**src/port_regs_pkg.sv**
```systemverilog
package port_regs_pkg;

    // ----------------------------------------
    // Register offsets (5-bit management address)
    // ----------------------------------------
    localparam logic [4:0] CTRL_OFFSET = 5'h10;
    localparam logic [4:0] STAT_OFFSET = 5'h11;
    localparam logic [4:0] IEN_OFFSET = 5'h12;
    localparam logic [4:0] ISTAT_OFFSET = 5'h13;

    // ----------------------------------------
    // Control field positions
    // ----------------------------------------
    localparam int ENERGY_BIT = 14;
    localparam int PULSE_CHECK_BIT = 13;
    localparam int PAGE_STORE_BIT = 12;
    localparam int PULSE_GEN_BIT = 11;
    localparam int LINK_OVR_BIT = 10;
    localparam int SCRAMBLER_BIT = 9;
    localparam int FAULT_BIT = 8;
    localparam int LONG_CABLE_BIT = 7;
    localparam int SHIELD_BIT = 6;
    localparam int XOVER_LSB = 4;
    localparam int DEPTH_LSB = 2;
    localparam int POLARITY_BIT = 1;
    localparam int BABBLE_BIT = 0;

    // ----------------------------------------
    // Status field positions
    // ----------------------------------------
    localparam int RATE_BIT = 14;
    localparam int DUPLEX_BIT = 13;
    localparam int PAGE_BIT = 12;
    localparam int RESOLVED_BIT = 11;
    localparam int LIVE_LINK_BIT = 10;
    localparam int XSTATE_BIT = 6;
    localparam int SLEEP_BIT = 4;

    // ----------------------------------------
    // Event bits, writable masks, reset values
    // ----------------------------------------
    localparam logic [15:0] EVENT_MASK = 16'h7fd3;
    localparam logic [15:0] IEN_SW_CLEAR = 16'h0040;
    localparam logic [15:0] CTRL_WMASK = 16'h7fff;
    localparam logic [15:0] CTRL_SW_KEEP = 16'h4370;
    localparam logic [1:0] XOVER_AUTO = 2'h3;
    localparam logic [1:0] XOVER_STRAIGHT = 2'h1;
    localparam logic [1:0] DEPTH_RESERVED = 2'h3;
    localparam logic [2:0] FIBER_STRAP = 3'h7;
    localparam logic [15:0] ZERO16 = 16'h0000;

    // Receive buffer depth in bytes per code
    localparam logic [3:0] DEPTH_4 = 4'h4;
    localparam logic [3:0] DEPTH_6 = 4'h6;
    localparam logic [3:0] DEPTH_8 = 4'h8;

endpackage : port_regs_pkg

```
**src/port_regs.sv**
```systemverilog
// Contract
// RQ1: Host never touches offsets 0x09 through 0x0F.
// RQ2: Bit 14 enables energy sense and pulse; reset from strap pin.
// RQ3: Link-pulse check and generation disables ignored when negotiation on.
// RQ4: Bit 12 routes next pages to the separate next page store.
// RQ5: Bit 10 forces link reported permanently up.
// RQ6: Bit 9 disables scrambler; set at hardware reset in fiber mode.
// RQ7: Bit 8 disables far-end fault in fiber; copper always disabled.
// RQ8: Bit 7 lowers the 10BASE-T receive threshold; resets to zero.
// RQ9: Shielded-pair and crossover writes apply only after software reset.
// RQ10: Crossover 00 swapped, 01 straight, 1x auto; strap loads 11. Code loads 11 only with crossover_strap high, 01 with it low.
// RQ11: Field 3:2 picks buffer depth 4, 6 or 8 bytes; 11 reserved.
// RQ12: Bit 1 disables polarity correction in 10BASE-T only.
// RQ13: Bit 0 disables jabber; jabber inert in full duplex or 100.
// RQ14: Rate and duplex from straps, update on negotiation, keep on soft reset.
// RQ15: Resolved bit set on negotiation done or disabled; gates rate, duplex.
// RQ16: Status shows live link and crossover state.
// RQ17: Sleep status is one while no wire activity.
// RQ18: Status bit 1 live polarity, bit 0 live jabber.
// RQ19: One interrupt enable per event at documented positions.
// RQ20: Interrupt status latches events; bits 5, 3, 2 read zero.
// RQ21: Software reset clears crossover-change enable only.
// RQ22: Summary flag high while any enabled latched event is set.
// RQ23: Latched events clear when the interrupt status is read.
module port_regs
    import port_regs_pkg::*;
(
    input wire logic ref_clk,
    input wire logic srst,
    input wire logic soft_reset,
    input wire logic [2:0] negotiation_strap_pins,
    input wire logic crossover_strap,
    input wire logic energy_strap_pin,
    input wire logic fault_strap_pin,
    input wire logic [4:0] reg_addr,
    input wire logic reg_wr,
    input wire logic reg_rd,
    input wire logic [15:0] reg_wdata,
    input wire logic negotiation_on,
    input wire logic negotiation_done,
    input wire logic negotiated_rate,
    input wire logic negotiated_duplex,
    input wire logic page_received,
    input wire logic link_from_fsm,
    input wire logic crossover_now,
    input wire logic no_wire_activity,
    input wire logic polarity_reversed,
    input wire logic jabber_seen,
    input wire logic symbol_fault,
    input wire logic false_carrier,
    input wire logic buffer_fault,
    output logic [15:0] reg_rdata,
    output logic energy_sense_enable,
    output logic link_pulse_check_off,
    output logic link_pulse_gen_off,
    output logic separate_page_store,
    output logic scrambler_off,
    output logic far_fault_indication_off,
    output logic long_cable_threshold,
    output logic shielded_pair_select,
    output logic [1:0] crossover_select,
    output logic [3:0] receive_buffer_depth,
    output logic polarity_fix_off,
    output logic babble_guard_off,
    output logic live_link_state,
    output logic port_event_summary
);

    // ----------------------------------------
    // Register state
    // ----------------------------------------
    logic [15:0] ctrl_q, ctrl_d;
    logic [2:0] pend_q, pend_d;       // shield + crossover awaiting soft reset
    logic [15:0] ien_q, ien_d;
    logic [15:0] ist_q, ist_d;
    logic rate_q, rate_d, dup_q, dup_d, resolved_q, resolved_d;
    logic page_q, page_d;
    logic strap_q, strap_d;           // straps pending capture after release
    logic [15:0] prev_q, prev_d;      // previous live state, for change events
    logic [15:0] rdata_q, rdata_d;
    logic [13:0] out_q, out_d;
    logic [3:0] depth_q, depth_d;
    logic link_q, link_d, sum_q, sum_d;

    logic fiber;
    logic link_live;
    logic [15:0] stat_w, live_w, ev_w;

    assign fiber = (negotiation_strap_pins == FIBER_STRAP);
    assign link_live = ctrl_q[LINK_OVR_BIT] | link_from_fsm;  // [RQ5]

    // ----------------------------------------
    // Status and event composition
    // ----------------------------------------
    always_comb begin
        stat_w = ZERO16;
        stat_w[RATE_BIT] = rate_q & resolved_q;      // [RQ15]
        stat_w[DUPLEX_BIT] = dup_q & resolved_q;     // [RQ15]
        stat_w[PAGE_BIT] = page_q;
        stat_w[RESOLVED_BIT] = resolved_q;           // [RQ15]
        stat_w[LIVE_LINK_BIT] = link_live;           // [RQ16]
        stat_w[XSTATE_BIT] = crossover_now;          // [RQ16]
        stat_w[SLEEP_BIT] = no_wire_activity;        // [RQ17]
        stat_w[1] = polarity_reversed;               // [RQ18]
        stat_w[0] = jabber_seen;                     // [RQ18]
        live_w = stat_w;
        live_w[SLEEP_BIT] = no_wire_activity;
        ev_w = ZERO16;
        ev_w[14] = rate_q != prev_q[RATE_BIT];
        ev_w[13] = dup_q != prev_q[DUPLEX_BIT];
        ev_w[12] = page_received;
        ev_w[11] = negotiation_done;
        ev_w[10] = link_live != prev_q[LIVE_LINK_BIT];
        ev_w[9] = symbol_fault;
        ev_w[8] = false_carrier;
        ev_w[7] = buffer_fault;
        ev_w[6] = crossover_now != prev_q[XSTATE_BIT];
        ev_w[4] = no_wire_activity != prev_q[SLEEP_BIT];
        ev_w[1] = polarity_reversed != prev_q[1];
        ev_w[0] = jabber_seen;
        if (strap_q) begin
            ev_w = ZERO16;
        end
    end

    // ----------------------------------------
    // Next-state logic
    // ----------------------------------------
    always_comb begin
        ctrl_d = ctrl_q;
        pend_d = pend_q;
        ien_d = ien_q;
        ist_d = ist_q;
        rate_d = rate_q;
        dup_d = dup_q;
        resolved_d = resolved_q;
        page_d = page_q | page_received;
        strap_d = 1'b0;
        prev_d = live_w;
        prev_d[RATE_BIT] = rate_q;
        prev_d[DUPLEX_BIT] = dup_q;
        rdata_d = rdata_q;
        if (strap_q) begin
            ctrl_d = ZERO16;
            ctrl_d[ENERGY_BIT] = energy_strap_pin;                 // [RQ2]
            ctrl_d[SCRAMBLER_BIT] = fiber;                         // [RQ6]
            ctrl_d[FAULT_BIT] = fiber & fault_strap_pin;           // [RQ7]
            ctrl_d[SHIELD_BIT] = negotiation_strap_pins[0];
            ctrl_d[XOVER_LSB +: 2] = crossover_strap ? XOVER_AUTO
                                                     : XOVER_STRAIGHT;// [RQ10]
            pend_d = ctrl_d[XOVER_LSB +: 3];
            rate_d = negotiation_strap_pins[1];                    // [RQ14]
            dup_d = negotiation_strap_pins[0];                     // [RQ14]
            // Strap-loaded rate and duplex are no change event
            prev_d[RATE_BIT] = rate_d;
            prev_d[DUPLEX_BIT] = dup_d;
        end else if (soft_reset) begin
            ctrl_d = ctrl_q & CTRL_SW_KEEP;
            ctrl_d[XOVER_LSB +: 3] = pend_q;                       // [RQ9]
            ien_d = ien_q & ~IEN_SW_CLEAR;                         // [RQ21]
            // Events of the reset cycle itself still latch
            ist_d = ev_w & EVENT_MASK;                             // [RQ20]
            resolved_d = 1'b0;
            page_d = 1'b0;
        end else begin
            if (negotiation_done) begin
                rate_d = negotiated_rate;                          // [RQ14]
                dup_d = negotiated_duplex;                         // [RQ14]
            end
            resolved_d = negotiation_done | ~negotiation_on
                       | (resolved_q & negotiation_on);            // [RQ15]
            if (reg_rd) begin
                unique case (reg_addr)
                    CTRL_OFFSET: rdata_d = ctrl_q;
                    STAT_OFFSET: begin
                        rdata_d = stat_w;
                        page_d = page_received;
                    end
                    IEN_OFFSET: rdata_d = ien_q;
                    ISTAT_OFFSET: begin
                        rdata_d = ist_q;
                        ist_d = ZERO16;                            // [RQ23]
                    end
                    default: rdata_d = ZERO16;
                endcase
            end
            if (reg_wr && reg_addr == CTRL_OFFSET) begin
                ctrl_d = reg_wdata & CTRL_WMASK;
                ctrl_d[XOVER_LSB +: 3] = ctrl_q[XOVER_LSB +: 3];   // [RQ9]
                pend_d = reg_wdata[XOVER_LSB +: 3];                // [RQ9]
            end
            if (reg_wr && reg_addr == IEN_OFFSET) begin
                ien_d = reg_wdata & EVENT_MASK;                    // [RQ19]
            end
            // Set wins over read-clear so no event is lost
            ist_d = ist_d | (ev_w & EVENT_MASK);                   // [RQ20]
        end
    end

    // ----------------------------------------
    // Derived outputs, all registered
    // ----------------------------------------
    always_comb begin
        out_d = ZERO16[13:0];
        out_d[13] = ctrl_d[ENERGY_BIT];
        out_d[12] = ctrl_d[PULSE_CHECK_BIT] & ~negotiation_on;     // [RQ3]
        out_d[11] = ctrl_d[PULSE_GEN_BIT] & ~negotiation_on;       // [RQ3]
        out_d[10] = ctrl_d[PAGE_STORE_BIT];                        // [RQ4]
        out_d[9] = ctrl_d[SCRAMBLER_BIT];                          // [RQ6]
        out_d[8] = ctrl_d[FAULT_BIT] | ~fiber;                     // [RQ7]
        out_d[7] = ctrl_d[LONG_CABLE_BIT];                         // [RQ8]
        out_d[6] = ctrl_d[SHIELD_BIT];
        out_d[5:4] = ctrl_d[XOVER_LSB +: 2];                       // [RQ10]
        // Polarity fix only meaningful at 10 Mbps
        out_d[1] = ctrl_d[POLARITY_BIT] & ~rate_d;                 // [RQ12]
        // Jabber guard off in full duplex or 100 operation
        out_d[0] = ctrl_d[BABBLE_BIT] | dup_d | rate_d;            // [RQ13]
        unique case (ctrl_d[DEPTH_LSB +: 2])                       // [RQ11]
            2'h0: depth_d = DEPTH_4;
            2'h1: depth_d = DEPTH_6;
            2'h2: depth_d = DEPTH_8;
            // Reserved code falls back to smallest depth
            default: depth_d = DEPTH_4;
        endcase
        link_d = link_live;
        sum_d = |(ist_d & ien_d);                                  // [RQ22]
    end

    always_ff @(posedge ref_clk) begin
        if (srst) begin
            ctrl_q <= ZERO16;
            pend_q <= 3'h0;
            ien_q <= ZERO16;
            ist_q <= ZERO16;
            rate_q <= 1'b0;
            dup_q <= 1'b0;
            resolved_q <= 1'b0;
            page_q <= 1'b0;
            strap_q <= 1'b1;
            prev_q <= ZERO16;
            rdata_q <= ZERO16;
            out_q <= 14'h0000;
            depth_q <= DEPTH_4;
            link_q <= 1'b0;
            sum_q <= 1'b0;
        end else begin
            ctrl_q <= ctrl_d;
            pend_q <= pend_d;
            ien_q <= ien_d;
            ist_q <= ist_d;
            rate_q <= rate_d;
            dup_q <= dup_d;
            resolved_q <= resolved_d;
            page_q <= page_d;
            strap_q <= strap_d;
            prev_q <= prev_d;
            rdata_q <= rdata_d;
            out_q <= out_d;
            depth_q <= depth_d;
            link_q <= link_d;
            sum_q <= sum_d;
        end
    end

    assign reg_rdata = rdata_q;
    assign energy_sense_enable = out_q[13];                        // [RQ2]
    assign link_pulse_check_off = out_q[12];
    assign link_pulse_gen_off = out_q[11];
    assign separate_page_store = out_q[10];
    assign scrambler_off = out_q[9];
    assign far_fault_indication_off = out_q[8];
    assign long_cable_threshold = out_q[7];
    assign shielded_pair_select = out_q[6];
    assign crossover_select = out_q[5:4];
    assign receive_buffer_depth = depth_q;
    assign polarity_fix_off = out_q[1];
    assign babble_guard_off = out_q[0];
    assign live_link_state = link_q;
    assign port_event_summary = sum_q;

endmodule : port_regs

```
**config.mk**
```make
export PLATFORM = sky130hd
export DESIGN_NAME = port_regs
export DESIGN_NICKNAME = d
export VERILOG_FILES = /design/src/port_regs_pkg.sv /design/src/port_regs.sv
export SDC_FILE = /design/constraint.sdc
export NUM_CORES = 1
export LEC_CHECK = 0
export ABC_CLOCK_PERIOD_IN_PS = 5300
export BUFFER_PORTS_ARGS = -buffer_cell sky130_fd_sc_hd__buf_2
export CAP_MARGIN = 5
export CORE_ASPECT_RATIO = 0.6
export CORE_MARGIN = 8
export CORE_UTILIZATION = 58
export CTS_CLUSTER_DIAMETER = 150
export DETAILED_ROUTE_END_ITERATION = 16
export PLACE_DENSITY = 0.85
export SYNTH_ARGS = -nofsm -noshare
export SYNTH_HDL_FRONTEND = slang
export SYNTH_SLANG_ARGS = --single-unit
```
**constraint.sdc**
```tcl
create_clock -name ref_clk -period 5.3 [get_ports ref_clk]
set_input_delay 0 -clock ref_clk [delete_from_list [all_inputs] [get_ports ref_clk]]
set_output_delay 0 -clock ref_clk [all_outputs]
set_load 0.05 [all_outputs]
```
# Yosys cells after proc, flatten, opt, wreduce, memory -nomap -nowiden
# Index checks and enable logic that the tools add are counted.
[op_classes]
n_eq_ne = 14
muxes = 32
bitwise_logic = 21
reduce_logical = 7
[ops]
columns = ["operator", "count"]
rows = [
  ["2-to-1 mux 16 bit", 9],
  ["case mux 16 bit (4 select lines)", 1],
  ["2-to-1 mux 15 bit", 4],
  ["== test 5 bit, second input constant", 4],
  ["AND 16 bit", 1],
  ["bitwise OR 16 x 15 -> 16 bit", 1],
  ["OR reduction 16 bit", 1],
  ["2-to-1 mux 1 bit", 12],
  ["2-to-1 mux 3 bit", 3],
  ["case mux 4 bit (2 select lines)", 1],
  ["AND 1 bit", 7],
  ["bitwise OR 1 bit", 7],
  ["!= test 1 bit", 6],
  ["NOT 1 bit", 5],
  ["2-to-1 mux 2 bit", 2],
  ["== test 3 bit, second input constant", 1],
  ["AND reduction 3 bit", 1],
  ["OR reduction 3 bit", 1],
  ["== test 2 x 1 -> 1 bit, second input constant", 1],
  ["== test 2 bit, second input constant", 1],
  ["logical AND 1 bit", 2],
  ["!= test 2 x 1 -> 1 bit, second input constant", 1],
  ["AND reduction 2 bit", 1],
  ["nonzero test 2 bit", 1],
]
[word_totals]
ff_bits = 98
in_bits = 45
output_inout_bits = 34
wordCells = 90

# Depth between registers and ports, before layout
[logic_depth]
ltp_word = 10
mapped_depth = 9
mapped_depth_nobuf = 7

# Worst setup path before layout
# Ideal clock, no wire load.
[synth_path]
path_kind = "input port to flip-flop"
start = "input reg_addr[0]"
end = "register depth_q[2], in the netlist receive_buffer_depth[2]"
setup_ns = 0.127
arrival_time_ns = 1.858
t_required_ns = 5.173
setup_slack_ns = 3.315
path_stages = 9
n_path_buf = 2
path_cell_list = "clkbuf_1 nor2_1 nand3_1 buf_2 mux2_2 nand2_1 inv_1 ha_1 or3_1"
[synth_between]
elab_chain_cells = 7
elab_cells_between_ends = 8
cone_classes = "eq/ne: 3; mux: 4; reduce/logical: 1"
[synth_lines]
columns = ["item", "line_no", "source"]
rows = [
  ["from (decl)", "port_regs.sv:35", "input wire logic [4:0] reg_addr,"],
  ["== test 5 bit (*)", "port_regs.sv:187", "if (reg_wr && reg_addr == CTRL_OFFSET) begin"],
  ["logical AND 1 bit (*)", "port_regs.sv:187", ""],
  ["2-to-1 mux 15 bit (*)", "port_regs.sv:187", ""],
  ["2-to-1 mux 15 bit (*)", "port_regs.sv:157", "end else if (soft_reset) begin"],
  ["2-to-1 mux 15 bit (*)", "port_regs.sv:143", "if (strap_q) begin"],
  ["via ctrl_d[2]", "port_regs.sv:72", "logic [15:0] ctrl_q, ctrl_d;"],
  ["== test 2 bit or == test 2 x 1 -> 1 bit (tied branches)", "port_regs.sv:218", "unique case (ctrl_d[DEPTH_LSB +: 2])"],
  ["case mux 4 bit (2 select lines) (*)", "port_regs.sv:218", ""],
  ["to (signal assigned)", "port_regs.sv:259", "depth_q <= depth_d;"],
  ["to (decl)", "port_regs.sv:82", "logic [3:0] depth_q, depth_d;"],
]
# Mark *: on every way through the listed nets, which the timed path passes. The rest lies on a longest branch.
# A chain may end at the register's enable or synchronous reset.

# Final worst setup path
[layout_path]
start = "register strap_q"
end = "register rdata_q[14], in the netlist reg_rdata[14]"
[layout_between]
elab_chain_cells = 2
[layout_lines]
columns = ["item", "line_no", "source"]
rows = [
  ["from (decl)", "port_regs.sv:78", "logic strap_q, strap_d;"],
  ["from (signal assigned)", "port_regs.sv:255", "strap_q <= strap_d;"],
  ["NOT 1 bit (no source line)", "n/a", ""],
  ["AND reduction 3 bit (no source line)", "n/a", ""],
  ["to (signal assigned)", "port_regs.sv:257", "rdata_q <= rdata_d;"],
  ["to (decl)", "port_regs.sv:80", "logic [15:0] rdata_q, rdata_d;"],
]
# No other way between the ends.

==> impl_results.md <==
* RD Place Congestion at ~0.89
* FF/Latch Area at between 1500 and 2000 µm²
* Clock Path Buffers at 2
* Global route total overflow at 0
* Number of standard cells after synthesis at between 300 and 400
* IR drop worst, VDD at around 160 µV
* Clock slew seen by the registers of the worst setup and hold paths at approximately 90 ps
* Post-synthesis area per instance at 9.55 µm²
* Register-to-register setup slack at approximately 2600 ps
* Sequence of cells on the critical path: buf_4 -> nor2_4 -> nand2_1 -> nor2_1 -> a22oi_1 -> nor2_1
* Hold Path Stages at 3
* Max-slew headroom at the worst pin at between 20% and 30%
* Most common flop cell mapped by yosys: dfxtp_1
* Data arrival time of the worst path at 3020 ps
* Placeable Area at roughly 6200 µm²
* LEAKAGE at slightly above 2 nW
* Power density normalized to cell area at roughly 280 nW/µm²
* First drt pass iteration count at 5
* Post CTS Setup Buffer Count at 0
* Depth of the worst register-to-register path at 6
* Source-to-sink clock delay at the later pin of the worst-skew pair at between 300 and 400 ps
* Clock tree from TritonCTS: built
* Cell with the most instances on the worst path: nor2_1
* Placement Rows at 22
* Total number of H-tree levels at 3
* Start of the worst register-to-register path: strap_q$_DFF_P_
* CP max-delay cell: nor2_1
* Worst endpoint required time at between 5000 and 6000 ps
* Final worst clock skew at between 10 and 15 ps
* Die area at roughly 9400 µm²
* Post_cts resized at 0
* Fmax at 368 MHz
* Number of antenna violations at the first check in global routing at 0
* First DRT Iteration DRCs at about 340
* Period minus WS final at 2720 ps
* Critical Path Sink Type: flop
* Clock buffers created by TritonCTS at 9
* Ys async rst share at 0%
* Maximum fanout count along the critical path at 23
* Vias per cell at between 5 and 6
* Wire length of the first global-routing pass at ~18,000 µm
* Initial standard-cell utilization of the core at about three fifths
* Synthesized Nets at approximately 440
* Area growth syn-to-layout at 21.6%
* Reg-to-reg critical path endpoint: reg_rdata[14]$_SDFFE_PP0P_
* FILL cells at ~450
* Launching element type of the critical path: flop
* Largest net degree at the start of global routing at approximately 60
* Detailed-route via count at between 3,000 and 4,000
* Count of hold-fix buffers inserted at cts at 25
* Hold Crit Start: crossover_strap
* Number of I/O port buffers at 76
* Worst min path class: in -> reg
* Slew @ Worst Pin at roughly 1200 ps
* Seq cells post-synth at 86
* Max Slew Vio Count at 0
* Category of the critical setup timing path: reg -> reg
* IO Pins at 79
* Number of warnings issued by yosys at 0
* Count of clock tree sinks at 86
* Run status: complete, no violations
* Number of DRC violations after detailed routing at 0
* Number of instances in the placed design at 530
* Footprint of the multi-input gates at roughly 1900 µm²
* Sum Neg Setup Slack at 0 ps
* Clock Tree Root: clkbuf_8
* Die width at 120 µm
* # nets final at about 530
* Proportion of layout cells with a drive suffix above 1 at about a quarter
* Wire length per cell after detailed routing at ~19 µm
* Max Cap Violations at 0
* Worst Hold End: ctrl_q[5]$_SDFFE_PP0P_
* Crit-path max cell delay at roughly 1100 ps
* Layout Cells excl Fill at roughly 570
* Via count of the first global-routing pass at roughly 3,400
* Final worst path period share at just over 50%
* Antenna viol nets, final at 0
* Number of enable-type register cells in the synthesized netlist at 0
* Hold violation count in the final report at 0
* Antenna Cells at 0
* Sequential share of the synthesized area at 45.6%
* Die height at roughly 78 µm
* Aggregate global-route resource usage at a little under a quarter
* Unrepaired setup endpoints after global routing: false
* Summed instance area of the synthesized netlist at between 3000 and 4000 µm²
* Number of failing setup endpoints in the final timing report at 0
* Unique cell type count in the Yosys netlist at 55
* HPWL reported at the end of detailed placement at between 7000 and 8000 µm
* Total length of routed wires at 10,700 µm
-- flip-flops by register name, indices dropped and copies added (netlist names) --
register and cells:
prev_q 6, reg_rdata 16, page_q 1, dup_q 1, out_q 5, receive_buffer_depth 3, ien_q 16, port_event_summary 1
rate_q 1, ctrl_q 15, pend_q 3, ist_q 16, strap_q 1, resolved_q 1
-- per-stage QoR --
step / power [mW] / hold WS [ps] / worst slack [ps] / utilization (%) / instance area (µm²)
2_1_floorplan: 0.788 / 27.7 / 3310 / - / 3770
3_3_place_gp: 0.831 / 223 / 2760 / 67.1 / 4160
3_5_place_dp: 0.835 / 225 / 2690 / 67.1 / 4160
4_1_cts: 1.26 / 6.80 / 2630 / 74.1 / 4590
5_1_grt: 1.31 / 18.1 / 2320 / 74.1 / 4590
6_report: 1.27 / 23.1 / 2580 / 74.1 / 4590
-- cell usage in the layout, fill, tap and decap left out, types with 3 or more instances in the layout --
| cell type | count |
|---|---|
| a21boi_0 | 5 |
| dlygate4sd3_1 | 25 |
| o21a_1 | 5 |
| nor2_1 | 58 |
| mux2_2 | 6 |
| dfxtp_1 | 86 |
| a31oi_1 | 3 |
| xnor2_1 | 3 |
| nand2_1 | 28 |
| clkbuf_8 | 10 |
| inv_1 | 9 |
| a22oi_1 | 20 |
| and2_1 | 8 |
| and3_1 | 11 |
| buf_2 | 76 |
| a21o_1 | 3 |
| mux2i_1 | 33 |
| o21ai_0 | 10 |
| nor3_1 | 7 |
| mux4_2 | 8 |
| a21oi_1 | 17 |
| nor2b_1 | 6 |
-- worst max path at each step --
stage / start / endpoint / slack [ps] / cells past startpoint
finish: strap_q$_DFF_P_ / reg_rdata[14]$_SDFFE_PP0P_ / 2580 / 6
global route: strap_q$_DFF_P_ / reg_rdata[14]$_SDFFE_PP0P_ / 2320 / 6
global placement: reg_addr[1] / port_event_summary$_SDFF_PP0_ / 2760 / 7
detailed placement: strap_q$_DFF_P_ / reg_rdata[0]$_SDFFE_PP0P_ / 2690 / 6
CTS: strap_q$_DFF_P_ / reg_rdata[0]$_SDFFE_PP0P_ / 2630 / 6
floorplan: reg_addr[0] / receive_buffer_depth[2]$_SDFF_PP1_ / 3310 / 9
-- cells by family (layout without fill, tap and decap cells) --
logic type	after synthesis	count (layout)	share of synthesized area, %
AO/OA/AOI/OAI	83	83	15.5
XOR/XNOR	5	5	1.16
adder cells (fa/ha/maj)	2	2	0.663
buffers and inverters	36	128	4.04
flip-flops	86	86	45.6
multiplexers	48	48	15.6
other	1	1	0.0994
AND/OR/NAND/NOR	134	134	17.3
-- critical path, delay by kind of cell (launching register included) --
family,cells,cell delay [ps]
simple gates,4,1910
compound gates,1,200
flops,1,320
buf+inv,1,220
-- power by group --
group          internal [mW]  switching [mW]
clock                  0.185           0.243
combinational         0.0645          0.0955
sequential             0.665          0.0131
-- synthesized netlist by cell type (2+ instances only) --
master / number / area, µm²
xor2_1: 2 / 17.5
xnor2_1: 3 / 26.3
a22oi_1: 20 / 150
a31oi_1: 3 / 18.8
nor2b_1: 6 / 37.5
o21ai_0: 10 / 50.1
and2_1: 8 / 50.1
buf_4: 3 / 22.5
o211ai_1: 2 / 15.0
a21o_1: 3 / 22.5
nor2_1: 58 / 218
nand4_1: 2 / 12.5
buf_2: 5 / 25.0
o21ba_2: 2 / 20.0
clkbuf_1: 17 / 63.8
dfxtp_1: 86 / 1720
a211oi_1: 2 / 15.0
mux2_2: 6 / 67.6
mux2i_1: 33 / 330
o31ai_1: 2 / 15.0
ha_1: 2 / 25.0
o21a_1: 5 / 37.5
nand2_1: 28 / 105
or3_1: 2 / 12.5
nor3_1: 7 / 35.0
inv_1: 9 / 33.8
a21boi_0: 5 / 37.5
a21oi_1: 17 / 85.1
o211a_1: 2 / 20.0
mux4_2: 8 / 180
and3_1: 11 / 68.8
nor3b_1: 2 / 15.0
buf_1: 2 / 7.51
-- metal layers --
metal	track usage [%]	up-vias	share of wire [%]
met5	0	-	0
met4	7.06	0	1.6
met3	7.79	19	11
met2	36.4	174	44
met1	30.5	1619	44
li1	-	1571	-
-- layout make-up --
class	instances	area share, %
inverter	9	0.736
clock buffer	10	3.00
multi-input combinational	273	41.4
sequential	86	37.5
clock inverter	6	1.01
tap	84	2.29
timing repair buffer	103	14.1
Note: power is estimated with default switching activity, not from simulation.
